--- src/edts_pkg.sv ---
// Functional notes
// - count sent frames of exactly 64 bytes, good and bad, never retries.
// - separate length bins 65-127 to 1024-max, good and bad, no retries.
// - unicast, multicast and broadcast counters take good frames only, no retries.
// - underrun in the status word bumps the fifo-error abort counter.
// - frame abort or heartbeat failure bumps the bad-frame counter.
// - collision count of one with packet retry bumps single-collision counter.
// - collision count above one with packet retry bumps multi-collision counter.
// - deferral bumps deferred counter; excessive deferral bumps its own counter.
// - late collision in the status word bumps the late-collision counter.
// - frame aborted in the status word bumps the aborted-frame counter.
// - no carrier or carrier lost bumps the no-carrier counter.
// - every register is 32 bits wide.
// - transmit and receive fifo size fields read code 4, sixteen words.
// - data width and channel status fields read 2'b10 both ways.
// - a read-only 8-bit revision field names the dma version.
// - 2-bit burst limit per direction: incr16, incr8, incr4, single.
// - descriptor fetches ignore the burst limit fields.
// - loopback moves transmit fifo data into the receive fifo.
// - soft reset bit at one holds dma and mac logic in reset.
// - soft reset comes up set; software clears it once clocks settle.
// - soft reset waits for the last queued ahb master transfer.
// - counters update once per transmit status report.
package edts_pkg;

  // ------------------------------------------------------------
  // register map
  // ------------------------------------------------------------
  localparam int          CNT_NUM         = 18;
  localparam logic [31:0] ADDR_STS_CNTL   = 32'h3000_3000;
  // counter index 0 .. 17, listed from index 17 down to 0
  localparam logic [CNT_NUM-1:0][31:0] CNT_ADDR = {
    32'h3000_3754, 32'h3000_3750, 32'h3000_374C, 32'h3000_3748,
    32'h3000_3744, 32'h3000_3740, 32'h3000_373C, 32'h3000_3738,
    32'h3000_3734, 32'h3000_3730, 32'h3000_272C, 32'h3000_3728,
    32'h3000_3724, 32'h3000_3720, 32'h3000_371C, 32'h3000_3718,
    32'h3000_3714, 32'h3000_3710};
  localparam int CNT_LEN64   = 0;
  localparam int CNT_UNICAST = 6;
  localparam int CNT_BCAST   = 8;
  localparam int CNT_SINGLE  = 11;

  // ------------------------------------------------------------
  // status and control layout
  // ------------------------------------------------------------
  localparam logic [3:0] FIFO_SIZE_CODE  = 4'h4;
  localparam logic [1:0] DATA_WIDTH_CODE = 2'h2;
  localparam logic [1:0] CHAN_STAT_CODE  = 2'h2;
  localparam logic [7:0] REVISION_ARB    = 8'h5A; // arbitrary value
  localparam logic [7:0] CTRL_RESET      = 8'h01;
  localparam int         DMA_SOFT_RESET_BIT      = 0;
  localparam int         DMA_LOOP_BACK_BIT       = 1;
  localparam int         RX_BURST_LSB    = 4;
  localparam int         TX_BURST_LSB    = 6;
  localparam logic [15:0] FIXED_HIGH     = {FIFO_SIZE_CODE, DATA_WIDTH_CODE, CHAN_STAT_CODE,
                                            FIFO_SIZE_CODE, DATA_WIDTH_CODE, CHAN_STAT_CODE};

  typedef enum logic [1:0] {
    BURST_INCR16 = 2'h0,
    BURST_INCR8  = 2'h1,
    BURST_INCR4  = 2'h2,
    BURST_SINGLE = 2'h3
  } edts_burst_t;

  localparam logic [2:0] HBURST_SINGLE = 3'h0;
  localparam logic [2:0] HBURST_INCR4  = 3'h3;
  localparam logic [2:0] HBURST_INCR8  = 3'h5;
  localparam logic [2:0] HBURST_INCR16 = 3'h7;
  localparam logic [2:0] HBURST_DESC   = HBURST_INCR4;

  // ------------------------------------------------------------
  // frame length bin edges
  // ------------------------------------------------------------
  localparam logic [13:0] LEN_64   = 14'h0040;
  localparam logic [13:0] LEN_127  = 14'h007F;
  localparam logic [13:0] LEN_255  = 14'h00FF;
  localparam logic [13:0] LEN_511  = 14'h01FF;
  localparam logic [13:0] LEN_1023 = 14'h03FF;

  typedef struct packed {
    logic [13:0] frame_len;
    logic        retry;
    logic [3:0]  coll_count;
    logic        aborted;
    logic        heartbeat_fail;
    logic        underrun;
    logic        deferred;
    logic        excess_deferral;
    logic        late_coll;
    logic        no_carrier;
    logic        loss_carrier;
    logic        multicast;
    logic        broadcast;
  } edts_tx_status_t;

  typedef struct packed {
    logic [31:0] data;
    logic        valid;
  } edts_word_t;

endpackage

--- src/edts_dma_stats.sv ---
`timescale 1ns/1ns
`default_nettype none
module edts_dma_stats (
  // clock and reset
  input  wire logic                      pclk,
  input  wire logic                      presetn,
  // apb slave
  input  wire logic                      psel,
  input  wire logic                      penable,
  input  wire logic                      pwrite,
  input  wire logic [31:0]               paddr,
  input  wire logic [31:0]               pwdata,
  input  wire logic [3:0]                pstrb,
  output logic      [31:0]               prdata,
  output logic                           pready,
  output logic                           pslverr,
  // transmit status from the mac core
  input  wire logic                      tx_status_valid,
  input  wire edts_pkg::edts_tx_status_t tx_status,
  // ahb master side of the dma
  input  wire logic                      ahb_busy,
  input  wire logic                      tx_desc_phase,
  input  wire logic                      rx_desc_phase,
  output logic      [2:0]                tx_hburst,
  output logic      [2:0]                rx_hburst,
  output logic                           dma_reset_active,
  output logic                           loop_back,
  // receive fifo feed
  input  wire edts_pkg::edts_word_t      tx_fifo_word,
  output logic                           tx_fifo_pop,
  input  wire edts_pkg::edts_word_t      mac_rx_word,
  output edts_pkg::edts_word_t           rx_fifo_word
);

  // ------------------------------------------------------------
  // state
  // ------------------------------------------------------------
  typedef struct packed {
    logic [edts_pkg::CNT_NUM-1:0][31:0] cnt;
    logic [7:0]                         ctrl;
    logic [31:0]                        rdata;
    logic                               addr_err;
    edts_pkg::edts_word_t               rx_out;
    logic [2:0]                         tx_hb;
    logic [2:0]                         rx_hb;
  } edts_regs_t;

  edts_regs_t r;
  edts_regs_t next_r;

  logic [edts_pkg::CNT_NUM-1:0] inc;
  logic                         setup;
  logic                         access;
  logic                         wr_ctrl;

  // ------------------------------------------------------------
  // helpers
  // ------------------------------------------------------------
  // index CNT_NUM means the control register, above it unmapped
  function automatic logic [4:0] addr_index(input logic [31:0] a);
    logic [4:0] idx;
    idx = 5'h1F;
    if (a == edts_pkg::ADDR_STS_CNTL) begin
      idx = 5'(edts_pkg::CNT_NUM);
    end
    for (int i = 0; i < edts_pkg::CNT_NUM; i++) begin
      if (a == edts_pkg::CNT_ADDR[i]) begin
        idx = 5'(i);
      end
    end
    return idx;
  endfunction

  function automatic logic [2:0] burst_code(input logic [1:0] f, input logic desc);
    logic [2:0] hb;
    hb = edts_pkg::HBURST_SINGLE;
    case (edts_pkg::edts_burst_t'(f))
      edts_pkg::BURST_INCR16: hb = edts_pkg::HBURST_INCR16;
      edts_pkg::BURST_INCR8:  hb = edts_pkg::HBURST_INCR8;
      edts_pkg::BURST_INCR4:  hb = edts_pkg::HBURST_INCR4;
      edts_pkg::BURST_SINGLE: hb = edts_pkg::HBURST_SINGLE;
      default:                hb = edts_pkg::HBURST_SINGLE;
    endcase
    // descriptor reads keep their own burst, whatever the limit says
    return desc ? edts_pkg::HBURST_DESC : hb;
  endfunction

  function automatic logic [31:0] sts_word(input logic [7:0] c);
    return {edts_pkg::FIXED_HIGH, edts_pkg::REVISION_ARB, c};
  endfunction

  // ------------------------------------------------------------
  // submodules
  // ------------------------------------------------------------
  edts_tx_decode u_decode (
    .status (tx_status),
    .inc    (inc)
  );

  edts_soft_reset u_dma_soft_reset (
    .pclk         (pclk),
    .presetn      (presetn),
    .dma_soft_reset_bit   (r.ctrl[edts_pkg::DMA_SOFT_RESET_BIT]),
    .ahb_busy     (ahb_busy),
    .reset_active (dma_reset_active)
  );

  // ------------------------------------------------------------
  // next state
  // ------------------------------------------------------------
  assign setup   = psel && !penable;
  assign access  = psel && penable;
  assign wr_ctrl = access && pwrite && pstrb[0] && (paddr == edts_pkg::ADDR_STS_CNTL);

  always_comb begin
    logic [4:0] idx;
    idx    = addr_index(paddr);
    next_r = r;

    // read data is fetched in the setup phase so prdata comes from a flop
    if (setup) begin
      next_r.addr_err = (idx > 5'(edts_pkg::CNT_NUM));
      if (idx == 5'(edts_pkg::CNT_NUM)) begin
        next_r.rdata = sts_word(r.ctrl);
      end else if (idx < 5'(edts_pkg::CNT_NUM)) begin
        next_r.rdata = r.cnt[idx];
      end else begin
        next_r.rdata = '0;
      end
    end

    // only bits 7:4, 1 and 0 of the low byte are writable, the rest reads back fixed
    if (wr_ctrl) begin
      next_r.ctrl[7:4]                    = pwdata[7:4];
      next_r.ctrl[edts_pkg::DMA_LOOP_BACK_BIT]    = pwdata[edts_pkg::DMA_LOOP_BACK_BIT];
      next_r.ctrl[edts_pkg::DMA_SOFT_RESET_BIT]   = pwdata[edts_pkg::DMA_SOFT_RESET_BIT];
    end

    if (dma_reset_active) begin
      next_r.cnt = '0;
    end else if (tx_status_valid) begin
      for (int i = 0; i < edts_pkg::CNT_NUM; i++) begin
        next_r.cnt[i] = r.cnt[i] + {31'h0, inc[i]};
      end
    end

    next_r.tx_hb = burst_code(r.ctrl[edts_pkg::TX_BURST_LSB +: 2], tx_desc_phase);
    next_r.rx_hb = burst_code(r.ctrl[edts_pkg::RX_BURST_LSB +: 2], rx_desc_phase);

    if (dma_reset_active) begin
      next_r.rx_out = '0;
    end else if (r.ctrl[edts_pkg::DMA_LOOP_BACK_BIT]) begin
      next_r.rx_out = tx_fifo_word;
    end else begin
      next_r.rx_out = mac_rx_word;
    end
  end

  // ------------------------------------------------------------
  // registers
  // ------------------------------------------------------------
  always_ff @(posedge pclk or negedge presetn) begin
    if (!presetn) begin
      r          <= '0;
      r.ctrl     <= edts_pkg::CTRL_RESET;
      r.tx_hb    <= edts_pkg::HBURST_INCR16;
      r.rx_hb    <= edts_pkg::HBURST_INCR16;
    end else begin
      r <= next_r;
    end
  end

  // ------------------------------------------------------------
  // outputs
  // ------------------------------------------------------------
  assign prdata       = r.rdata;
  assign pready       = 1'b1;
  assign pslverr      = access && r.addr_err;
  assign tx_hburst    = r.tx_hb;
  assign rx_hburst    = r.rx_hb;
  assign loop_back    = r.ctrl[edts_pkg::DMA_LOOP_BACK_BIT];
  // the receive path is always ready, so a valid word is taken at once
  assign tx_fifo_pop  = loop_back && !dma_reset_active && tx_fifo_word.valid;
  assign rx_fifo_word = r.rx_out;
endmodule
`default_nettype wire

--- src/edts_tx_decode.sv ---
`timescale 1ns/1ns
`default_nettype none
module edts_tx_decode (
  // per-frame transmit status
  input  wire edts_pkg::edts_tx_status_t     status,
  // one bit per counter
  output logic [edts_pkg::CNT_NUM-1:0]       inc
);
  logic no_retry;
  logic good;
  logic [13:0] len;

  always_comb begin
    len      = status.frame_len;
    no_retry = !status.retry;
    good     = !status.aborted && !status.retry;
    inc      = '0;
    inc[0]   = no_retry && (len == edts_pkg::LEN_64);
    inc[1]   = no_retry && (len > edts_pkg::LEN_64) && (len <= edts_pkg::LEN_127);
    inc[2]   = no_retry && (len > edts_pkg::LEN_127) && (len <= edts_pkg::LEN_255);
    inc[3]   = no_retry && (len > edts_pkg::LEN_255) && (len <= edts_pkg::LEN_511);
    inc[4]   = no_retry && (len > edts_pkg::LEN_511) && (len <= edts_pkg::LEN_1023);
    inc[5]   = no_retry && (len > edts_pkg::LEN_1023);
    // broadcast wins over multicast since a broadcast address is also group
    inc[8]   = good && status.broadcast;
    inc[7]   = good && status.multicast && !status.broadcast;
    inc[6]   = good && !status.multicast && !status.broadcast;
    inc[9]   = status.underrun;
    inc[10]  = status.aborted || status.heartbeat_fail;
    inc[11]  = status.retry && (status.coll_count == 4'h1);
    inc[12]  = status.retry && (status.coll_count > 4'h1);
    inc[13]  = status.deferred;
    inc[14]  = status.late_coll;
    inc[15]  = status.aborted;
    inc[16]  = status.no_carrier || status.loss_carrier;
    inc[17]  = status.excess_deferral;
  end
endmodule
`default_nettype wire

--- src/edts_soft_reset.sv ---
`timescale 1ns/1ns
`default_nettype none
module edts_soft_reset (
  // clock and reset
  input  wire logic pclk,
  input  wire logic presetn,
  // control
  input  wire logic dma_soft_reset_bit,
  input  wire logic ahb_busy,
  output logic      reset_active
);
  typedef enum logic [1:0] {
    SR_RUN   = 2'b00,
    SR_DRAIN = 2'b01,
    SR_HELD  = 2'b11
  } edts_sr_state_t;

  typedef struct packed {
    edts_sr_state_t st;
  } edts_sr_t;

  edts_sr_t r;
  edts_sr_t next_r;

  always_comb begin
    next_r = r;
    case (r.st)
      SR_RUN: begin
        if (dma_soft_reset_bit) begin
          next_r.st = ahb_busy ? SR_DRAIN : SR_HELD;
        end
      end
      SR_DRAIN: begin
        if (!dma_soft_reset_bit) begin
          next_r.st = SR_RUN;
        end else if (!ahb_busy) begin
          next_r.st = SR_HELD;
        end
      end
      SR_HELD: begin
        if (!dma_soft_reset_bit) begin
          next_r.st = SR_RUN;
        end
      end
      default: next_r.st = SR_HELD;
    endcase
  end

  // comes up held after a hardware reset
  always_ff @(posedge pclk or negedge presetn) begin
    if (!presetn) begin
      r.st <= SR_HELD;
    end else begin
      r <= next_r;
    end
  end

  assign reset_active = (r.st == SR_HELD);
endmodule
`default_nettype wire

--- config.mk ---
export PLATFORM = sky130hd
export DESIGN_NAME = edts_dma_stats
export DESIGN_NICKNAME = d
export VERILOG_FILES = /design/src/edts_pkg.sv /design/src/edts_dma_stats.sv /design/src/edts_tx_decode.sv /design/src/edts_soft_reset.sv
export SDC_FILE = /design/constraint.sdc
export NUM_CORES = 2
export LEC_CHECK = 0
export ABC_AREA = 1
export BUFFER_PORTS_ARGS = -buffer_cell sky130_fd_sc_hd__buf_2
export CAP_MARGIN = 20
export CORE_ASPECT_RATIO = 1.5
export CORE_UTILIZATION = 45
export CTS_CLUSTER_DIAMETER = 150
export DETAILED_ROUTE_END_ITERATION = 7
export GPL_ROUTABILITY_DRIVEN = 0
export RECOVER_POWER = 50
export SYNTH_ARGS = -nofsm -noshare
export SYNTH_HDL_FRONTEND = slang
export SYNTH_SLANG_ARGS = --single-unit
--- constraint.sdc ---
create_clock -name pclk -period 2.2 [get_ports pclk]
set_input_delay 0.44 -clock pclk [delete_from_list [all_inputs] [get_ports pclk]]
set_output_delay 0.44 -clock pclk [all_outputs]
set_load 0.03 [all_outputs]
## Word level (Yosys, flattened, before mapping)

Index checks and enable logic that the tools add are counted.

| storage, ports and cells | value |
|---|---|
| input port bits | 172 |
| output and inout port bits | 76 |
| register bits after elaboration | 656 |
| logic and storage cells | 166 |

| operators by class | value |
|---|---|
| reduce and logical (&&, ||, !) cells | 39 |
| mux-type cells | 37 |
| $lt $le $gt $ge | 13 |
| equality and inequality tests | 33 |
| $add $sub $neg | 18 |

Operator list:

| cell | count |
|---|---|
| 576-bit two-way mux | 2 |
| 32-bit by 30-bit == test with 1-bit output, second input constant | 19 |
| 32-bit by 1-bit adder with 32-bit output | 18 |
| 32-bit binary-select mux with 5-bit select | 1 |
| 32-bit two-way mux | 3 |
| 5-bit two-way mux | 18 |
| 33-bit two-way mux | 2 |
| 14-bit by 7-bit > comparator with 1-bit output, second input constant | 2 |
| 1-bit logical AND | 26 |
| 3-bit one-hot mux with 4 select lines | 2 |
| 14-bit by 7-bit == test with 1-bit output, second input constant | 1 |
| 14-bit by 10-bit > comparator with 1-bit output, second input constant | 1 |
| 14-bit by 8-bit > comparator with 1-bit output, second input constant | 1 |
| 14-bit by 9-bit > comparator with 1-bit output, second input constant | 1 |
| 14-bit by 10-bit less-or-equal comparator with 1-bit output, second input constant | 1 |
| 14-bit by 7-bit less-or-equal comparator with 1-bit output, second input constant | 1 |
| 14-bit by 8-bit less-or-equal comparator with 1-bit output, second input constant | 1 |
| 14-bit by 9-bit less-or-equal comparator with 1-bit output, second input constant | 1 |
| 2-bit == test, second input constant | 5 |
| 2-bit two-way mux | 5 |
| 2-bit by 1-bit == test with 1-bit output, second input constant | 3 |
| 1-bit logical NOT | 6 |
| 2-bit logical NOT | 3 |
| 5-bit by 6-bit < comparator with 1-bit output, second input constant | 1 |
| other kinds (13) | 16 |

## Longest topological paths before layout

| logic depth | value |
|---|---|
| word-level depth | 24 |
| depth in mapped cells | 24 |
| mapped depth without buffers | 24 |

## By module

A second synthesis with hierarchy kept.

| unflattened totals | value |
|---|---|
| cell total of the unflattened synthesis | 5499 |
| area total of the unflattened synthesis | 39505.4 µm² |

Modules (own cells, without submodules):

| module | times used | area an instance (µm²) | sequential area each (µm²) | cells an instance |
|---|---|---|---|---|
| edts_dma_stats | 1 | 39182.6 | 16374.5 | 5442 |
| edts_tx_decode | 1 | 229.0 | 0.0 | 46 |
| edts_soft_reset | 1 | 93.8 | 52.6 | 11 |

## Worst setup path after synthesis

OpenSTA, ideal clock, no wires.

| timing | value |
|---|---|
| kind | input to register |
| from | input port tx_status[25] (netlist bit) |
| to | register r[142] (netlist bit) |
| arrival | 2.967 ns |
| setup slack | -0.832 ns |
| stages | 24 |
| buffers on the path | 0 |
| setup time | 0.064 ns |
| data required time | 2.136 ns |
| path through | nor2_1 -> nand2_1 -> inv_1 -> nand3_1 -> nor2_1 -> nand2_1 -> nor3_1 -> ha_1 -> ha_1 -> nand3_1 -> nor2_1 -> inv_1 -> nor3_2 -> nand2_1 -> nor2_1 -> nand2_1 -> inv_1 -> nand2_1 -> nor4_2 -> nand2_1 -> clkinv_1 -> nand3_1 -> a21oi_1 -> o21a_1 |

| between the ends | value |
|---|---|
| word-level cells in the longest chain between the ends | 6 |
| elaborated cells between the ends (all ways) | 7 |
| those cells by class | 1 x add/sub; 2 x order compare; 2 x mux; 2 x reduce/logical |

Ends and longest elaborated chain:

| item | RTL line | text |
|---|---|---|
| start: declaration | edts_dma_stats.sv:19 | `input wire edts_pkg::edts_tx_status_t tx_status,` |
| 14-bit by 7-bit > comparator with 1-bit output | edts_tx_decode.sv:19 | `inc[1] = no_retry && (len > edts_pkg::LEN_64) && (len <= edts_pkg::LEN_127);` |
| 1-bit logical AND | edts_tx_decode.sv:19 |  |
| 1-bit logical AND * | edts_tx_decode.sv:19 |  |
| 32-bit by 1-bit adder with 32-bit output * | edts_dma_stats.sv:143 | `next_r.cnt[i] = r.cnt[i] + {31'h0, inc[i]};` |
| 576-bit two-way mux * | edts_dma_stats.sv:141 | `end else if (tx_status_valid) begin` |
| 576-bit two-way mux * | edts_dma_stats.sv:139 | `if (dma_reset_active) begin` |
| end signal: assignment | edts_dma_stats.sv:169 | `r <= next_r;` |
| end: declaration | edts_dma_stats.sv:48 | `edts_regs_t r;` |

Mark *: on every way between the ends. The rest lies on a longest branch, timed or not. The select of a mux whose other input is x is not followed.
A chain may end at the register's enable or synchronous reset.

## Worst setup path in the final report

| timing | value |
|---|---|
| from | register r[272] (netlist bit) |
| to | register r[302] (netlist bit) |

| between the ends | value |
|---|---|
| word-level cells in the longest chain between the ends | 3 |

Ends and longest elaborated chain:

| item | RTL line |
|---|---|
| 32-bit by 1-bit adder with 32-bit output | edts_dma_stats.sv:143 |
| 576-bit two-way mux | edts_dma_stats.sv:141 |
| 576-bit two-way mux | edts_dma_stats.sv:139 |

No other way between the ends. The select of a mux whose other input is x is not followed.

==> results.py <==
metrics = {
    "synthesis": {
        "synth-compound-area-share_pct": 17.3,
        "synth-seq-cells": 656,
        "synthFlopType": "dfrtp_1",
        "synth-simple-area-share_pct": 29.4,
        "yosysUniqueCellTypes": 67,
        "async_flop_share_pct": 100,
        "synth_top_area_share_pct": 40.7,
        "syn_avg_cell_area_um2": 7.21,
        "synth-xor-area-share_pct": 0.0220,
        "yosysWarnings": 0,
        "synth_top_family_by_area": "simple AND/OR/NAND/NOR gates",
        "synthAdderAreaFrac_pct": 1.13,
        "synthMuxAreaShare_pct": 0.170,
        "ys_seq_area_share_pct": 41.3,
        "syn-cell-area_um2": 39800,
        "syn-instance-count": 5518,
        "synth_nets": 5726,
        "ys_top_cells_by_area": "dfrtp_1, nand2_1, a21oi_1",
        "yosysTopAreaCell": "dfrtp_1",
        "synth_enable_flop_cells": 0,
    },
    "clocking": {
        "cts_made_buffers": 72,
        "cts.sinks": 656,
        "cts_tree": "built",
        "clockRootBuffer": "clkbuf_16",
        "clock_latency_ns": 0.70,
        "htreeDepth": 3,
        "clockBufferDepth": 3,
        "clk_pin_slew_ns": 0.06,
    },
    "cells_and_area": {
        "layout_commonest_cell": "buf_4",
        "final_cells": 7986,
        "final_cell_mix": "buf_4, nand2_1, dfrtp_1, inv_1, a21oi_1",
        "syn2layout_area_growth_pct": 56.6,
        "drive_gt1_share_pct": 42.0,
        "post-route-util_pct": 71.2,
        "fill_cells": 6535,
        "final_area_um2": 62300,
        "fin_nets": 6989,
    },
    "floorplan": {
        "ioPinCount": 248,
        "num_rows": 133,
        "die-height_um": 366,
        "initial_core_util_pct": 45.4,
        "die_area_um2": 89600,
        "core_um2": 87500,
        "die_w_um": 245,
    },
    "critical_path": {
        "cpMaxStageDelayCell": "dfrtp_1",
        "startpoint": "r[272]$_DFFE_PN0P_",
        "rrSetupSlack_ns": -0.45,
        "timing.critical_path.to": "r[302]$_DFFE_PN0P_",
        "r2r-start": "r[272]$_DFFE_PN0P_",
        "startpoint_type": "flop",
        "cp.required_ns": 2.77,
        "path_cells": "ha_4 -> ha_4 -> nand3_2 -> inv_2 -> nand2_4 -> nor2_4 -> nand2_2 -> nor2_4 -> nand2_2 -> nor2_4 -> nand2_2 -> nor2_4 -> nand3_4 -> nor2_4 -> nand2_2 -> nor2_4 -> nand3_4 -> o21ai_0 -> a21oi_2",
        "path_class": "reg -> reg",
        "reg2regPathDepth": 19,
        "critPathCaptureType": "flop",
        "reg2reg_to": "r[302]$_DFFE_PN0P_",
        "worst_path_most_repeated_cell": "nor2_4",
        "cp_max_fo": 3,
        "cp.arrival_ns": 3.23,
        "max_stage_delay_ns": 0.39,
    },
    "sta": {
        "max_slew.worst_pin.slew_ns": 1.32,
        "finalHoldWorstSlack_ns": 0.0226,
        "slew_headroom_pct": 11.8,
        "rsz0062_at_grt": "true",
        "period_needed_ns": 2.65,
        "drv_slew": 0,
        "fmax_mhz": 377,
        "hold_violations": 0,
        "setup_viol": 196,
        "finalWorstSetupSlack_ns": -0.453,
        "finClkSkew_ns": 0.0355,
        "finalCritPeriodShare_pct": 121,
    },
    "hold_path": {
        "hp-start": "mac_rx_word[28]",
        "min_path_type": "in -> reg",
    },
    "placement": {
        "io_buffer_count": 217,
        "hpwlAfterDp_um": 111000,
        "place_inst": 7393,
        "placed_cell_area_um2": 48300,
    },
    "grt": {
        "overflow": 0,
        "grt_pass1_vias": 44400,
        "grt_max_degree": 179,
        "track_usage_pct": 36.0,
        "antenna_found_initial": 5,
        "grt_first_pass_wirelength_um": 249000,
    },
    "routing": {
        "postRouteAntennaNets": 0,
        "detail_route.vias_per_cell": 5.73,
        "dr_total_vias": 45800,
        "drtIter0Drc": 4043,
        "drcViolationCount": 0,
        "drt_pass1_iterations": 6,
        "drt-total-wl_um": 172000,
        "wl_per_cell_um": 21.5,
    },
    "power_and_ir_drop": {
        "vdd_drop_max_mv": 0.543,
        "totalPowerFinal_uw": 31700,
        "power_per_cell_area_nw_per_um2": 508,
        "p_leak_uw": 0.0286,
    },
    "job": {
        "drv_cap": 0,
    },
    "outcome": {
        "violations": "negative setup slack",
        "status": "finished with violations",
    },
}
## routing by layer
layer  routed length [um]  global-route usage, %
met1                60200                   40.4
met4                14100                   24.6
met5                   17                      0
met2                84100                   62.7
met3                13600                   5.29
## through the flow
step | worst slack [ns] | setup TNS (ns)
after global routing | -0.633 | -81.28
final | -0.453 | -38.95
after detailed placement | -1.33 | -259.81
after floorplan | -0.688 | -28.53
after global placement | -1.30 | -245.71
after CTS | -0.463 | -34.27
## worst max-delay path, delay by kind of cell, from the launching register on
family / cells / cell delay [ns]
fa+ha+maj: 2 / 0.29
simple gates: 14 / 1.47
compound gates: 2 / 0.29
buf+inv: 1 / 0.09
flops: 1 / 0.39
## report_power, final
group / leakage (uW) / switching, uW / internal (uW)
combinational: 0.0185 / 2820 / 2310
sequential: 0.00885 / 688 / 12700
clock: 0.00123 / 5590 / 7520
total: 0.0286 / 9090 / 22600
## sequential cells by signal, indices dropped and copies added, names as in the netlist
register / flops
rx_hburst: 3
u_dma_soft_reset.r: 2
tx_hburst: 3
loop_back: 1
prdata: 32
r: 582
rx_fifo_word: 33
## logic make-up after synthesis
logic type	after synthesis
buffers and inverters	1011
AOI/OAI and AO/OA	1261
and+or+nand+nor	2546
DFF	656
other	1
adders and majority gates	36
xor gates and xnor gates	1
muxes	6
## cell usage after synthesis, types with 22 or more instances
master    count
ha_1         36
buf_4        87
nand3_1     333
dfrtp_1     647
o21a_1       47
nor4_1       91
inv_2        32
o21ai_0     448
nor3_1      273
inv_1       680
o21ai_1      50
nor2_2       50
nand4_1      97
nor2_4       22
a31oi_1      22
nor2_1      544
nand2_1    1027
a211oi_1     23
o211ai_1     80
a21oi_1     549
clkbuf_1    110
buf_2        68
## repair_timing
action | CTS | global route
hold buffers | 60 | 0
buffers inserted | 253 | 212
hold endpoints to repair | 72 | 0
gates resized for setup | 883 | 1004
pin swaps | 296 | 500
setup endpoints to repair | 259 | 320
gates cloned | 25 | 12
## area by class of cell
cell class	count	area, um^2	share of cell area [%]
Antenna cell	1	2.50	0.00402
Clock buffer	102	2100	3.37
Clock inverter	29	377	0.605
Inverter	721	2820	4.53
Multi-Input combinational cell	3851	25700	41.3
Sequential cell	656	16400	26.4
Tap cell	1147	1440	2.30
Timing Repair Buffer	1477	13400	21.5
Timing Repair inverter	2	38.8	0.0623
## how the worst min path moves through the flow
| stage | endpoint | slack, ns | depth (start not counted) |
|---|---|---|---|
| after CTS | rx_fifo_word[5]$_DFF_PN0_ | 0.0002 | 3 |
| after global routing | rx_fifo_word[15]$_DFF_PN0_ | 0.03 | 3 |
| after detailed placement | r[219]$_DFFE_PN0P_ | 0.39 | 1 |
| after floorplan | loop_back$_DFFE_PN0P_ | 0.14 | 0 |
| after global placement | r[219]$_DFFE_PN0P_ | 0.39 | 1 |
| final | rx_fifo_word[28]$_DFF_PN0_ | 0.02 | 3 |
Note: power is estimated with default switching activity, not from simulation.
